File: src/hdl/pll_clk_pkg.sv
// Purpose: Shared constants for the PLL and clock divider configuration block
// Assumes: Byte-wide registers reached through a simple synchronous write/read port
// Notes: Reserved bits are masked on write and read as zero
package pll_clk_pkg;
  localparam int ADDR_W = 8;
  localparam int DATA_W = 8;
  localparam int DIV_W = 7;
  localparam int SEL_W = 3;
  localparam int P_W = 4;
  localparam int J_W = 6;
  localparam int DU_W = 6;
  localparam int DL_W = 8;
  localparam int D_W = DU_W + DL_W;
  localparam int R_W = 4;
  localparam int MULT_W = J_W + R_W + 1;
  localparam int FRACR_W = D_W + R_W + 1;

  localparam logic [ADDR_W-1:0] OFF_PRE_DIV = 8'h14;
  localparam logic [ADDR_W-1:0] OFF_INT_MULT = 8'h15;
  localparam logic [ADDR_W-1:0] OFF_FRAC_UP = 8'h16;
  localparam logic [ADDR_W-1:0] OFF_FRAC_LO = 8'h17;
  localparam logic [ADDR_W-1:0] OFF_R_MULT = 8'h18;
  localparam logic [ADDR_W-1:0] OFF_PROC_DIV = 8'h1b;
  localparam logic [ADDR_W-1:0] OFF_CONV_DIV = 8'h1c;
  localparam logic [ADDR_W-1:0] OFF_CP_DIV = 8'h1d;

  localparam logic [DATA_W-1:0] MASK_PRE_DIV = 8'h0f;
  localparam logic [DATA_W-1:0] MASK_INT_MULT = 8'h3f;
  localparam logic [DATA_W-1:0] MASK_FRAC_UP = 8'h3f;
  localparam logic [DATA_W-1:0] MASK_FRAC_LO = 8'hff;
  localparam logic [DATA_W-1:0] MASK_R_MULT = 8'h0f;
  localparam logic [DATA_W-1:0] MASK_DIV = 8'h7f;

  localparam logic [DATA_W-1:0] RST_PRE_DIV = 8'h00;
  localparam logic [DATA_W-1:0] RST_INT_MULT = 8'h08;
  localparam logic [DATA_W-1:0] RST_FRAC_UP = 8'h00;
  localparam logic [DATA_W-1:0] RST_FRAC_LO = 8'h00;
  localparam logic [DATA_W-1:0] RST_R_MULT = 8'h00;
  localparam logic [DATA_W-1:0] RST_PROC_DIV = 8'h00;
  localparam logic [DATA_W-1:0] RST_CONV_DIV = 8'h01;
  localparam logic [DATA_W-1:0] RST_CP_DIV = 8'h01;

  localparam logic [SEL_W-1:0] SRC_CONV = 3'h0;
  localparam logic [SEL_W-1:0] SRC_MASTER = 3'h1;
  localparam logic [SEL_W-1:0] SRC_PLL = 3'h2;
  localparam logic [SEL_W-1:0] SRC_OSC = 3'h3;
  localparam logic [SEL_W-1:0] SRC_MCLK = 3'h4;
  localparam logic [SEL_W-1:0] SRC_SCLK = 3'h5;
  localparam logic [SEL_W-1:0] SRC_GPIO = 3'h6;
endpackage : pll_clk_pkg

File: src/hdl/div_if.sv
// Purpose: Carrier between the configuration top and one clock divider
// Assumes: Source clock arrives as a one-cycle tick in the clk domain
// Notes: Ratio field is the raw code; the divider adds one itself
interface div_if;
  logic [pll_clk_pkg::DIV_W-1:0] ratio;
  logic srcTick;
  logic outTick;
  modport ctrl (output ratio, output srcTick, input outTick);
  modport div (input ratio, input srcTick, output outTick);
endinterface : div_if

File: src/hdl/clk_divider.sv
// Purpose: Divide a tick stream by field value plus one
// Assumes: Ratio may change at any time
// Notes: Compare is >= so a shrunk ratio wraps at once instead of running to 127
module clk_divider (
  // Clock and reset
  input wire logic clk,
  input wire logic nrst,
  input wire logic ce,
  // Divider link
  div_if.div dv
);
  logic [pll_clk_pkg::DIV_W-1:0] cnt_r;
  logic outTick_r;
  wire atWrap = (cnt_r >= dv.ratio);

  always_ff @(posedge clk) begin
    if (!nrst) begin
      cnt_r <= '0;
      outTick_r <= 1'b0;
    end else if (ce) begin
      outTick_r <= dv.srcTick && atWrap;
      if (dv.srcTick) begin
        cnt_r <= atWrap ? '0 : cnt_r + 1'b1;
      end
    end
  end

  assign dv.outTick = outTick_r;
endmodule : clk_divider

File: src/hdl/pll_clk_config.sv
// Purpose: PLL factor and clock divider configuration with three tick dividers
// Assumes: Register port and source ticks are synchronous to clk
// Notes: Auto-set replaces every field with module parameters; stored values stay intact
// Overview of operation
// - Pre-divider P equals four-bit field plus one, P from 1 to 16.
// - Multiplier J equals six-bit field value, resets to binary 001000.
// - Overall PLL multiplication is J.D times R.
// - R multiplier equals four-bit field plus one, 1 to 16.
// - Processor clock is its source divided by field plus one.
// - Converter clock is its source divided by field plus one.
// - Charge-pump clock is its source divided by field plus one.
// - In auto-set mode all these fields are ignored and derived internally.
// - Three-bit selector picks charge-pump source; codes above six mute it.
module pll_clk_config #(
  parameter logic [3:0] AUTO_PRE = 4'h0,
  parameter logic [5:0] AUTO_INT = 6'h08,
  parameter logic [13:0] AUTO_FRAC = 14'h0000,
  parameter logic [3:0] AUTO_R = 4'h0,
  parameter logic [6:0] AUTO_PROC = 7'h00,
  parameter logic [6:0] AUTO_CONV = 7'h01,
  parameter logic [6:0] AUTO_CP = 7'h01
) (
  // Clock and reset
  input wire logic clk,
  input wire logic nrst,
  input wire logic ce,
  // Register port
  input wire logic wrEn,
  input wire logic [pll_clk_pkg::ADDR_W-1:0] addr,
  input wire logic [pll_clk_pkg::DATA_W-1:0] wrData,
  output logic [pll_clk_pkg::DATA_W-1:0] rdData,
  // Mode and source selection
  input wire logic autoSetEn,
  input wire logic [pll_clk_pkg::SEL_W-1:0] chargePumpSrcSelect,
  // Source ticks
  input wire logic procSrcTick,
  input wire logic convSrcTick,
  input wire logic masterTick,
  input wire logic pllTick,
  input wire logic oscTick,
  input wire logic mclkTick,
  input wire logic sclkTick,
  input wire logic gpioTick,
  // Effective PLL settings
  output logic [pll_clk_pkg::P_W:0] pllPreDivRatio,
  output logic [pll_clk_pkg::J_W-1:0] pllIntMult,
  output logic [pll_clk_pkg::D_W-1:0] pllFrac,
  output logic [pll_clk_pkg::R_W:0] pllRMult,
  output logic [pll_clk_pkg::MULT_W-1:0] pllTotalInt,
  output logic [pll_clk_pkg::FRACR_W-1:0] pllTotalFrac,
  // Divided clock ticks
  output logic procTick,
  output logic convTick,
  output logic chargePumpTick
);
  logic [7:0] preReg_r, intReg_r, fracUpReg_r, fracLoReg_r, rReg_r;
  logic [7:0] procReg_r, convReg_r, cpReg_r;
  logic [7:0] rdData_r;
  logic [pll_clk_pkg::P_W:0] pre_r;
  logic [pll_clk_pkg::J_W-1:0] int_r;
  logic [pll_clk_pkg::D_W-1:0] frac_r;
  logic [pll_clk_pkg::R_W:0] rMul_r;
  logic [pll_clk_pkg::MULT_W-1:0] totInt_r;
  logic [pll_clk_pkg::FRACR_W-1:0] totFrac_r;

  div_if procLink ();
  div_if convLink ();
  div_if cpLink ();

  // Register write decode
  wire wrGo = ce && wrEn;
  wire hitPre = addr == pll_clk_pkg::OFF_PRE_DIV;
  wire hitInt = addr == pll_clk_pkg::OFF_INT_MULT;
  wire hitUp = addr == pll_clk_pkg::OFF_FRAC_UP;
  wire hitLo = addr == pll_clk_pkg::OFF_FRAC_LO;
  wire hitR = addr == pll_clk_pkg::OFF_R_MULT;
  wire hitProc = addr == pll_clk_pkg::OFF_PROC_DIV;
  wire hitConv = addr == pll_clk_pkg::OFF_CONV_DIV;
  wire hitCp = addr == pll_clk_pkg::OFF_CP_DIV;

  // Field selection; auto-set overrides without touching stored values
  wire [3:0] preField = autoSetEn ? AUTO_PRE : preReg_r[3:0];
  wire [5:0] intField = autoSetEn ? AUTO_INT : intReg_r[5:0];
  wire [13:0] fracField = autoSetEn ? AUTO_FRAC : {fracUpReg_r[5:0], fracLoReg_r};
  wire [3:0] rField = autoSetEn ? AUTO_R : rReg_r[3:0];
  wire [6:0] procField = autoSetEn ? AUTO_PROC : procReg_r[6:0];
  wire [6:0] convField = autoSetEn ? AUTO_CONV : convReg_r[6:0];
  wire [6:0] cpField = autoSetEn ? AUTO_CP : cpReg_r[6:0];

  // Prohibited codes are passed through unchecked; software keeps them out
  wire [4:0] preNxt = {1'b0, preField} + 5'h01;
  wire [4:0] rNxt = {1'b0, rField} + 5'h01;
  // Integer product J*R, and D*R in units of 1/10000
  wire [10:0] totInt_nxt = 11'(intField) * 11'(rNxt);
  wire [18:0] totFrac_nxt = 19'(fracField) * 19'(rNxt);

  // Charge-pump source mux; reserved codes leave the divider idle
  logic cpSrc;
  always_comb begin
    cpSrc = 1'b0;
    unique case (chargePumpSrcSelect)
      pll_clk_pkg::SRC_CONV: cpSrc = convLink.outTick;
      pll_clk_pkg::SRC_MASTER: cpSrc = masterTick;
      pll_clk_pkg::SRC_PLL: cpSrc = pllTick;
      pll_clk_pkg::SRC_OSC: cpSrc = oscTick;
      pll_clk_pkg::SRC_MCLK: cpSrc = mclkTick;
      pll_clk_pkg::SRC_SCLK: cpSrc = sclkTick;
      pll_clk_pkg::SRC_GPIO: cpSrc = gpioTick;
      default: cpSrc = 1'b0;
    endcase
  end

  // Readback: reserved bits zero, unmapped addresses read zero
  wire [7:0] rdSel = hitPre ? preReg_r : hitInt ? intReg_r : hitUp ? fracUpReg_r :
                     hitLo ? fracLoReg_r : hitR ? rReg_r : hitProc ? procReg_r :
                     hitConv ? convReg_r : hitCp ? cpReg_r : 8'h00;

  always_ff @(posedge clk) begin
    if (!nrst) begin
      preReg_r <= pll_clk_pkg::RST_PRE_DIV;
      intReg_r <= pll_clk_pkg::RST_INT_MULT;
      fracUpReg_r <= pll_clk_pkg::RST_FRAC_UP;
      fracLoReg_r <= pll_clk_pkg::RST_FRAC_LO;
      rReg_r <= pll_clk_pkg::RST_R_MULT;
      procReg_r <= pll_clk_pkg::RST_PROC_DIV;
      convReg_r <= pll_clk_pkg::RST_CONV_DIV;
      cpReg_r <= pll_clk_pkg::RST_CP_DIV;
    end else if (wrGo) begin
      if (hitPre) preReg_r <= wrData & pll_clk_pkg::MASK_PRE_DIV;
      if (hitInt) intReg_r <= wrData & pll_clk_pkg::MASK_INT_MULT;
      if (hitUp) fracUpReg_r <= wrData & pll_clk_pkg::MASK_FRAC_UP;
      if (hitLo) fracLoReg_r <= wrData & pll_clk_pkg::MASK_FRAC_LO;
      if (hitR) rReg_r <= wrData & pll_clk_pkg::MASK_R_MULT;
      if (hitProc) procReg_r <= wrData & pll_clk_pkg::MASK_DIV;
      if (hitConv) convReg_r <= wrData & pll_clk_pkg::MASK_DIV;
      if (hitCp) cpReg_r <= wrData & pll_clk_pkg::MASK_DIV;
    end
  end

  always_ff @(posedge clk) begin
    if (!nrst) begin
      rdData_r <= 8'h00;
      pre_r <= 5'h01;
      int_r <= pll_clk_pkg::RST_INT_MULT[5:0];
      frac_r <= 14'h0000;
      rMul_r <= 5'h01;
      totInt_r <= 11'h008;
      totFrac_r <= 19'h00000;
    end else if (ce) begin
      rdData_r <= rdSel;
      pre_r <= preNxt;
      int_r <= intField;
      frac_r <= fracField;
      rMul_r <= rNxt;
      totInt_r <= totInt_nxt;
      totFrac_r <= totFrac_nxt;
    end
  end

  assign procLink.ratio = procField;
  assign procLink.srcTick = procSrcTick;
  assign convLink.ratio = convField;
  assign convLink.srcTick = convSrcTick;
  assign cpLink.ratio = cpField;
  assign cpLink.srcTick = cpSrc;

  clk_divider procDiv (.clk(clk), .nrst(nrst), .ce(ce), .dv(procLink));
  clk_divider convDiv (.clk(clk), .nrst(nrst), .ce(ce), .dv(convLink));
  clk_divider cpDiv (.clk(clk), .nrst(nrst), .ce(ce), .dv(cpLink));

  assign rdData = rdData_r;
  assign pllPreDivRatio = pre_r;
  assign pllIntMult = int_r;
  assign pllFrac = frac_r;
  assign pllRMult = rMul_r;
  assign pllTotalInt = totInt_r;
  assign pllTotalFrac = totFrac_r;
  assign procTick = procLink.outTick;
  assign convTick = convLink.outTick;
  assign chargePumpTick = cpLink.outTick;
endmodule : pll_clk_config

File: config.mk
export PLATFORM = sky130hd
export DESIGN_NAME = pll_clk_config
export DESIGN_NICKNAME = d
export VERILOG_FILES = /design/src/hdl/pll_clk_pkg.sv /design/src/hdl/div_if.sv /design/src/hdl/clk_divider.sv /design/src/hdl/pll_clk_config.sv
export SDC_FILE = /design/constraint.sdc
export NUM_CORES = 1
export LEC_CHECK = 0
export BUFFER_PORTS_ARGS = -buffer_cell sky130_fd_sc_hd__buf_2
export CORE_MARGIN = 2
export CORE_UTILIZATION = 40
export CTS_BUF_LIST = sky130_fd_sc_hd__clkbuf_4 sky130_fd_sc_hd__clkbuf_8
export DETAILED_ROUTE_END_ITERATION = 7
export GPL_TIMING_DRIVEN = 1
export PLACE_DENSITY_LB_ADDON = 0.25
export REMOVE_ABC_BUFFERS = 1
export SLEW_MARGIN = 20
export SYNTH_ARGS = -nofsm -noshare
export SYNTH_HDL_FRONTEND = slang
export SYNTH_SLANG_ARGS = --single-unit
File: constraint.sdc
create_clock -name clk -period 8.9 [get_ports clk]
set_clock_uncertainty 0.05 [all_clocks]
set_input_delay 0.89 -clock clk [delete_from_list [all_inputs] [get_ports clk]]
set_output_delay 0.89 -clock clk [all_outputs]
set_load 0.02 [all_outputs]
After elaboration in Yosys (flattened, before gate mapping):

Index checks and enable logic that the tools add are counted.

* register bits: 141
* bits of input ports: 32
* word-level logic and storage cells: 80

* reductions and logical operators: 16
* add/sub/neg operators: 5
* order comparisons: 3
* equal/unequal tests: 14
* muxes and demuxes: 19
* $mul: 2

Operators by type and width (count)
* $mux W7: 10
* $eq A8 B5 Y1 const B: 8
* $mux W8: 4
* $reduce_and A2 Y1: 11
* $add A7 B1 Y7 const B: 3
* $ge A7 B7 Y1: 3
* $mul A14 B5 Y19: 1
* $mux W14: 1
* $mul A6 B5 Y11: 1
* $add A4 B1 Y5 const B: 2
* $eq A3 B3 Y1 const B: 3
* $mux W4: 2
* $pmux W1 S7: 1
* $eq A3 B2 Y1 const B: 2
* $mux W6: 1
* $logic_and A1 B1 Y1: 4
* $eq A3 B1 Y1 const B: 1
* $logic_not A3 Y1: 1

Longest topological paths before layout:

* depth in word-level cells: 9
* mapped depth: 19

Modules after synthesis:

From an unflattened synthesis, not the netlist that was laid out.

* cell total of the unflattened synthesis: 1130
* area, all modules: 9869.5 um^2

Modules (own cells, without submodules)
* pll_clk_config: times used 1, cells each 956, area an instance 8255.4 um^2
* clk_divider: times used 3, cells each 58, area an instance 538.0 um^2

Worst setup path after synthesis:

Ideal clock, no wire load.

* path kind: in2reg
* start: input port autoSetEn
* end: register totFrac_r (netlist bit pllTotalFrac[15])
* arrival: 4.760 ns
* setup slack: 4.015 ns
* stages: 15
* setup time: 0.075 ns
* path buffers: 2
* cell sequence: clkbuf_1 nor3b_1 clkbuf_1 nand2_1 fa_1 fa_1 fa_1 inv_1 ha_1 o211ai_1 o21a_1 o31ai_4 a21oi_2 mux2_2 o22ai_1

* word-level cells in the longest chain between the ends: 3

Ends and longest elaborated chain
* start, declared: line pll_clk_config.sv:33 `input wire logic autoSetEn,`
* $mux W4: line pll_clk_config.sv:85 `wire [3:0] rField = autoSetEn ? AUTO_R : rReg_r[3:0];`
* $add A4 B1 Y5: line pll_clk_config.sv:92 `wire [4:0] rNxt = {1'b0, rField} + 5'h01;`
* $mul A14 B5 Y19 *: line pll_clk_config.sv:95 `wire [18:0] totFrac_nxt = 19'(fracField) * 19'(rNxt);`
* end signal, assigned: line pll_clk_config.sv:156 `totFrac_r <= totFrac_nxt;`
* end, declared: line pll_clk_config.sv:64 `logic [pll_clk_pkg::FRACR_W-1:0] totFrac_r;`

Every way passes the cells marked *; elsewhere a longest branch is shown, timed or not.
A chain may end at the register's enable or synchronous reset.

Worst setup path in the final report:

* start: register rReg_r[0]
* end: register totFrac_r (netlist bit pllTotalFrac[16])

* word-level cells in the longest chain between the ends: 3

Ends and longest elaborated chain
* start, declared: line pll_clk_config.sv:56 `logic [7:0] preReg_r, intReg_r, fracUpReg_r, fracLoReg_r, rReg_r;`
* start signal, assigned: line pll_clk_config.sv:124 `rReg_r <= pll_clk_pkg::RST_R_MULT;`
* start signal, assigned: line pll_clk_config.sv:133 `if (hitR) rReg_r <= wrData & pll_clk_pkg::MASK_R_MULT;`
* $mux W4: line pll_clk_config.sv:85
* $add A4 B1 Y5: line pll_clk_config.sv:92
* $mul A14 B5 Y19: line pll_clk_config.sv:95

No other way between the ends.

==> summary.md <==
| Metric | Value |
|---|---|
| Status | `finished, final reports clean` |
| Worst Path Arrival | `between 5 and 6 ns` |
| GRT overflow | `0` |
| DIE AREA | `roughly 25000 um2` |
| Crit path from | `rReg_r[0]` |
| CTS tree | `yes` |
| Cells after Synth | `between 1k and 1.5k` |
| Hold_buf cts | `0` |
| Initial cell density of the core | `0.411` |
| HP Class | `reg -> reg` |
| Final hold violations | `0` |
| Post-layout min period | `about 5.3 ns` |
| Core Region | `between 20000 and 25000 um2` |
| Clock Path Buffers | `2` |
| Final critical-path share of the clock period | `0.600` |
| Post-Place Cell Area | `~10000 um2` |
| RSZ-0062 raised after global routing | `no` |
| Vias per cell | `slightly above 5` |
| Pleak | `between 4 and 5 nW` |
| Global-route wire length before repair | `between 30000 and 40000 um` |
| Clock sinks | `approximately 140` |
| Setup Viol. Count Final | `0` |
| Fill cell count | `about 2.4k` |
| Setup TNS | `0 ns` |
| CTS Buf Count | `17` |
| Most Frequent Cell on Critical Path | `fa_1` |
| Worst EP required | `just over 9 ns` |
| R2R setup slack | `roughly 3.6 ns` |
| Initial antenna violation count | `0` |
| Critical R2R Launch | `rReg_r[0]` |
| CP Capture Type | `flip-flop` |
| PD cells | `122 nW/um2` |
| Vias in the first global route | `7541` |
| I/O pins | `about 100` |
| Share of flip-flops with an asynchronous set or reset | `0` |
| GRT Resource Usage Total | `0.184` |
| Largest fanout on the critical path | `11` |
| Syn avg cell area | `8.56 um2` |
| ANT nets after route | `0` |
| Skew-Pair Late Insertion Delay | `~0.46 ns` |
| CP max-delay cell | `nor2_1` |
| FF-to-FF End | `pllTotalFrac[16]` |
| Cts repair resizes | `0` |
| Slew Viols, Final | `0` |
| Post-synth top area share | `0.291` |
| Crit Path Category | `reg -> reg` |
| Worst setup path endpoint | `pllTotalFrac[16]` |
| ANT cells | `0` |
| Port bufs | `102` |
| Slew headroom | `0.398` |
| Synthesized cell area | `approximately 9700 um2` |
| Worst hold margin | `around 0.42 ns` |
| Dpl hpwl | `around 17000 um` |
| Ratio of cells with drive above 1 in the final layout | `0.141` |
| Reg area | `between 2000 and 3000 um2` |
| Area growth from synthesis to layout | `12.0%` |
| Fin area | `around 11000 um2` |
| Worst slew pin tran | `about 0.90 ns` |
| Most frequent cells after synthesis | `dfxtp_1, nor2_1, nand2_1` |
| Max VDD drop | `approximately 80 uV` |
| Maximum clock frequency | `187 MHz` |
| Placed Cells | `approximately 1.5k` |
| CTS clock-pin slew for the worst setup and hold paths | `approximately 0.08 ns` |
| Yosys warning total | `0` |
| CP max stage delay | `about 0.69 ns` |
| Post-Route WL | `between 20000 and 25000 um` |
| Top post-synthesis cells by area | `dfxtp_1, fa_1, ha_1` |
| Residual DRC count | `0` |
| Post-CTS setup buffer count | `0` |
| Synth area leader | `dfxtp_1` |
| Die X | `roughly 160 um` |
| 1st-iter DRT viols | `around 380` |
| Cell breakdown of the critical path | `nand3_1 > xor2_1 > nor2_1 > nand2_1 > fa_1 > fa_1 > fa_1 > inv_1 > ha_1 > a211oi_1 > o21ai_0 > a31oi_1 > a21oi_1 > xnor2_1 > o21ai_0` |
| Post-synth EDFFs | `0` |
| TritonRoute pass-1 iters | `5` |
| Hold Path Stages | `2` |
| Top_reg_cell synth | `dfxtp_1` |
| Final core utilization | `0.460` |
| Largest net degree at the start of global routing | `a little under 70` |
| Die H | `around 160 um` |
| Distinct cells, synth | `between 60 and 70` |
| Placer congestion estimate | `0.854` |
| Site Rows | `56` |
| Post-Layout Cell Count | `1531` |
| Multi-input gate area | `roughly 6400 um2` |
| R2R depth | `15` |
| Number of synthesized register bits | `between 100 and 150` |
| Worst Setup Start Kind | `flip-flop` |
| Vias post-DR | `7884` |
| Sequential share of the synthesized area | `0.291` |
| Max_cap viols | `0` |
| Most frequent cell after synthesis | `dfxtp_1` |
| Nets | `1350` |
| Clock tree root buffer cell | `clkbuf_8` |
| Drt wl/cell | `about 15 um` |
| CTS H-tree lvls | `4` |
-- through the flow --
stage | total power, mW | setup WS, ns
final | 1.33 | 3.56
after CTS | 1.34 | 3.43
after global placement | 0.752 | 3.34
after global routing | 1.38 | 3.14
after floorplan | 0.702 | 3.66
after detailed placement | 0.752 | 3.18
-- placed cells by master (no fill, tap or decap), types with 4 or more instances in the layout --
cell / Yosys / layout
nand2_1: 95 / 95
or2_2: 6 / 6
or3_1: 6 / 6
xor2_1: 13 / 13
o211ai_1: 6 / 6
xnor2_1: 20 / 20
mux2i_1: 66 / 66
o22ai_1: 6 / 6
a21o_1: 17 / 17
a22o_1: 5 / 5
nor2b_1: 20 / 20
a21oi_1: 63 / 63
nor3_1: 9 / 9
a211oi_1: 14 / 14
nor2_1: 128 / 128
nand3b_1: 22 / 22
o21ai_0: 44 / 44
nand4_1: 9 / 9
and2_1: 49 / 49
and4_1: 4 / 4
ha_1: 71 / 71
nand3_1: 31 / 31
fa_1: 48 / 48
buf_4: 4 / 9
dfxtp_1: 141 / 141
clkbuf_8: 0 / 17
nand2b_1: 50 / 50
a22oi_1: 7 / 7
bufinv_16: 0 / 4
buf_2: 9 / 101
inv_1: 70 / 69
mux2_2: 4 / 4
inv_6: 0 / 5
-- critical path, delay by kind of cell, from the launching register on --
kind | cells | cell delay, ns
fa+ha+maj | 4 | 1.94
buf+inv | 1 | 0.04
compound gates | 5 | 1.16
simple gates | 3 | 1.11
xor+xnor | 2 | 0.36
flops | 1 | 0.54
-- power by group --
part	internal, mW	switching [mW]
sequential	0.635	0.00369
clock	0.310	0.280
combinational	0.0335	0.0653
-- cells by family (layout without fill, tap and decap cells) --
kind of cell,after synthesis,after routing,synth area share
AOI/OAI and AO/OA,188,188,0.121
adders and majority gates,119,119,0.191
buffers and inverters,132,212,0.0538
DFF,141,141,0.291
and+or+nand+nor,447,447,0.235
xor gates and xnor gates,33,33,0.0298
muxes,72,72,0.0774
-- layer usage --
layer | global-route usage | vias to the layer above | wire, um
li1 | - | 3958 | -
met1 | 0.250 | 3738 | 11400
met2 | 0.301 | 166 | 10800
met3 | 0.0348 | 22 | 1050
met4 | 0.0434 | 0 | 270
met5 | 0 | - | 0
-- flip-flops by register name, summed over array words and instances (netlist names), 5 cells and up --
register	flops
rdData	8
pllFrac	14
cpReg_r	7
intReg_r	6
pllPreDivRatio	5
cpDiv.cnt_r	7
convDiv.cnt_r	7
fracLoReg_r	8
procDiv.cnt_r	7
pllIntMult	6
fracUpReg_r	6
pllTotalFrac	19
pllTotalInt	11
pllRMult	5
procReg_r	7
convReg_r	7
-- worst min path at each step --
stage | end | start | slack [ns]
finish | pllFrac[10] | pllFrac[10] | 0.42
global route | pllFrac[10] | pllFrac[10] | 0.44
CTS | pllTotalInt[0] | pllTotalInt[0] | 0.42
detailed placement | pllTotalInt[0] | pllTotalInt[0] | 0.41
global placement | pllTotalInt[0] | pllTotalInt[0] | 0.40
floorplan | procReg_r[0] | procReg_r[0] | 0.39
-- final cells by class --
cell class              count  area share
clock inverters            15      0.0191
multi-input cells         859       0.586
clock buffers              17      0.0215
flip-flops and latches    141       0.260
inverters                  70      0.0243
repair buffers            110      0.0528
well taps                 319      0.0368
No activity file was read; power rests on OpenSTA's default activity.
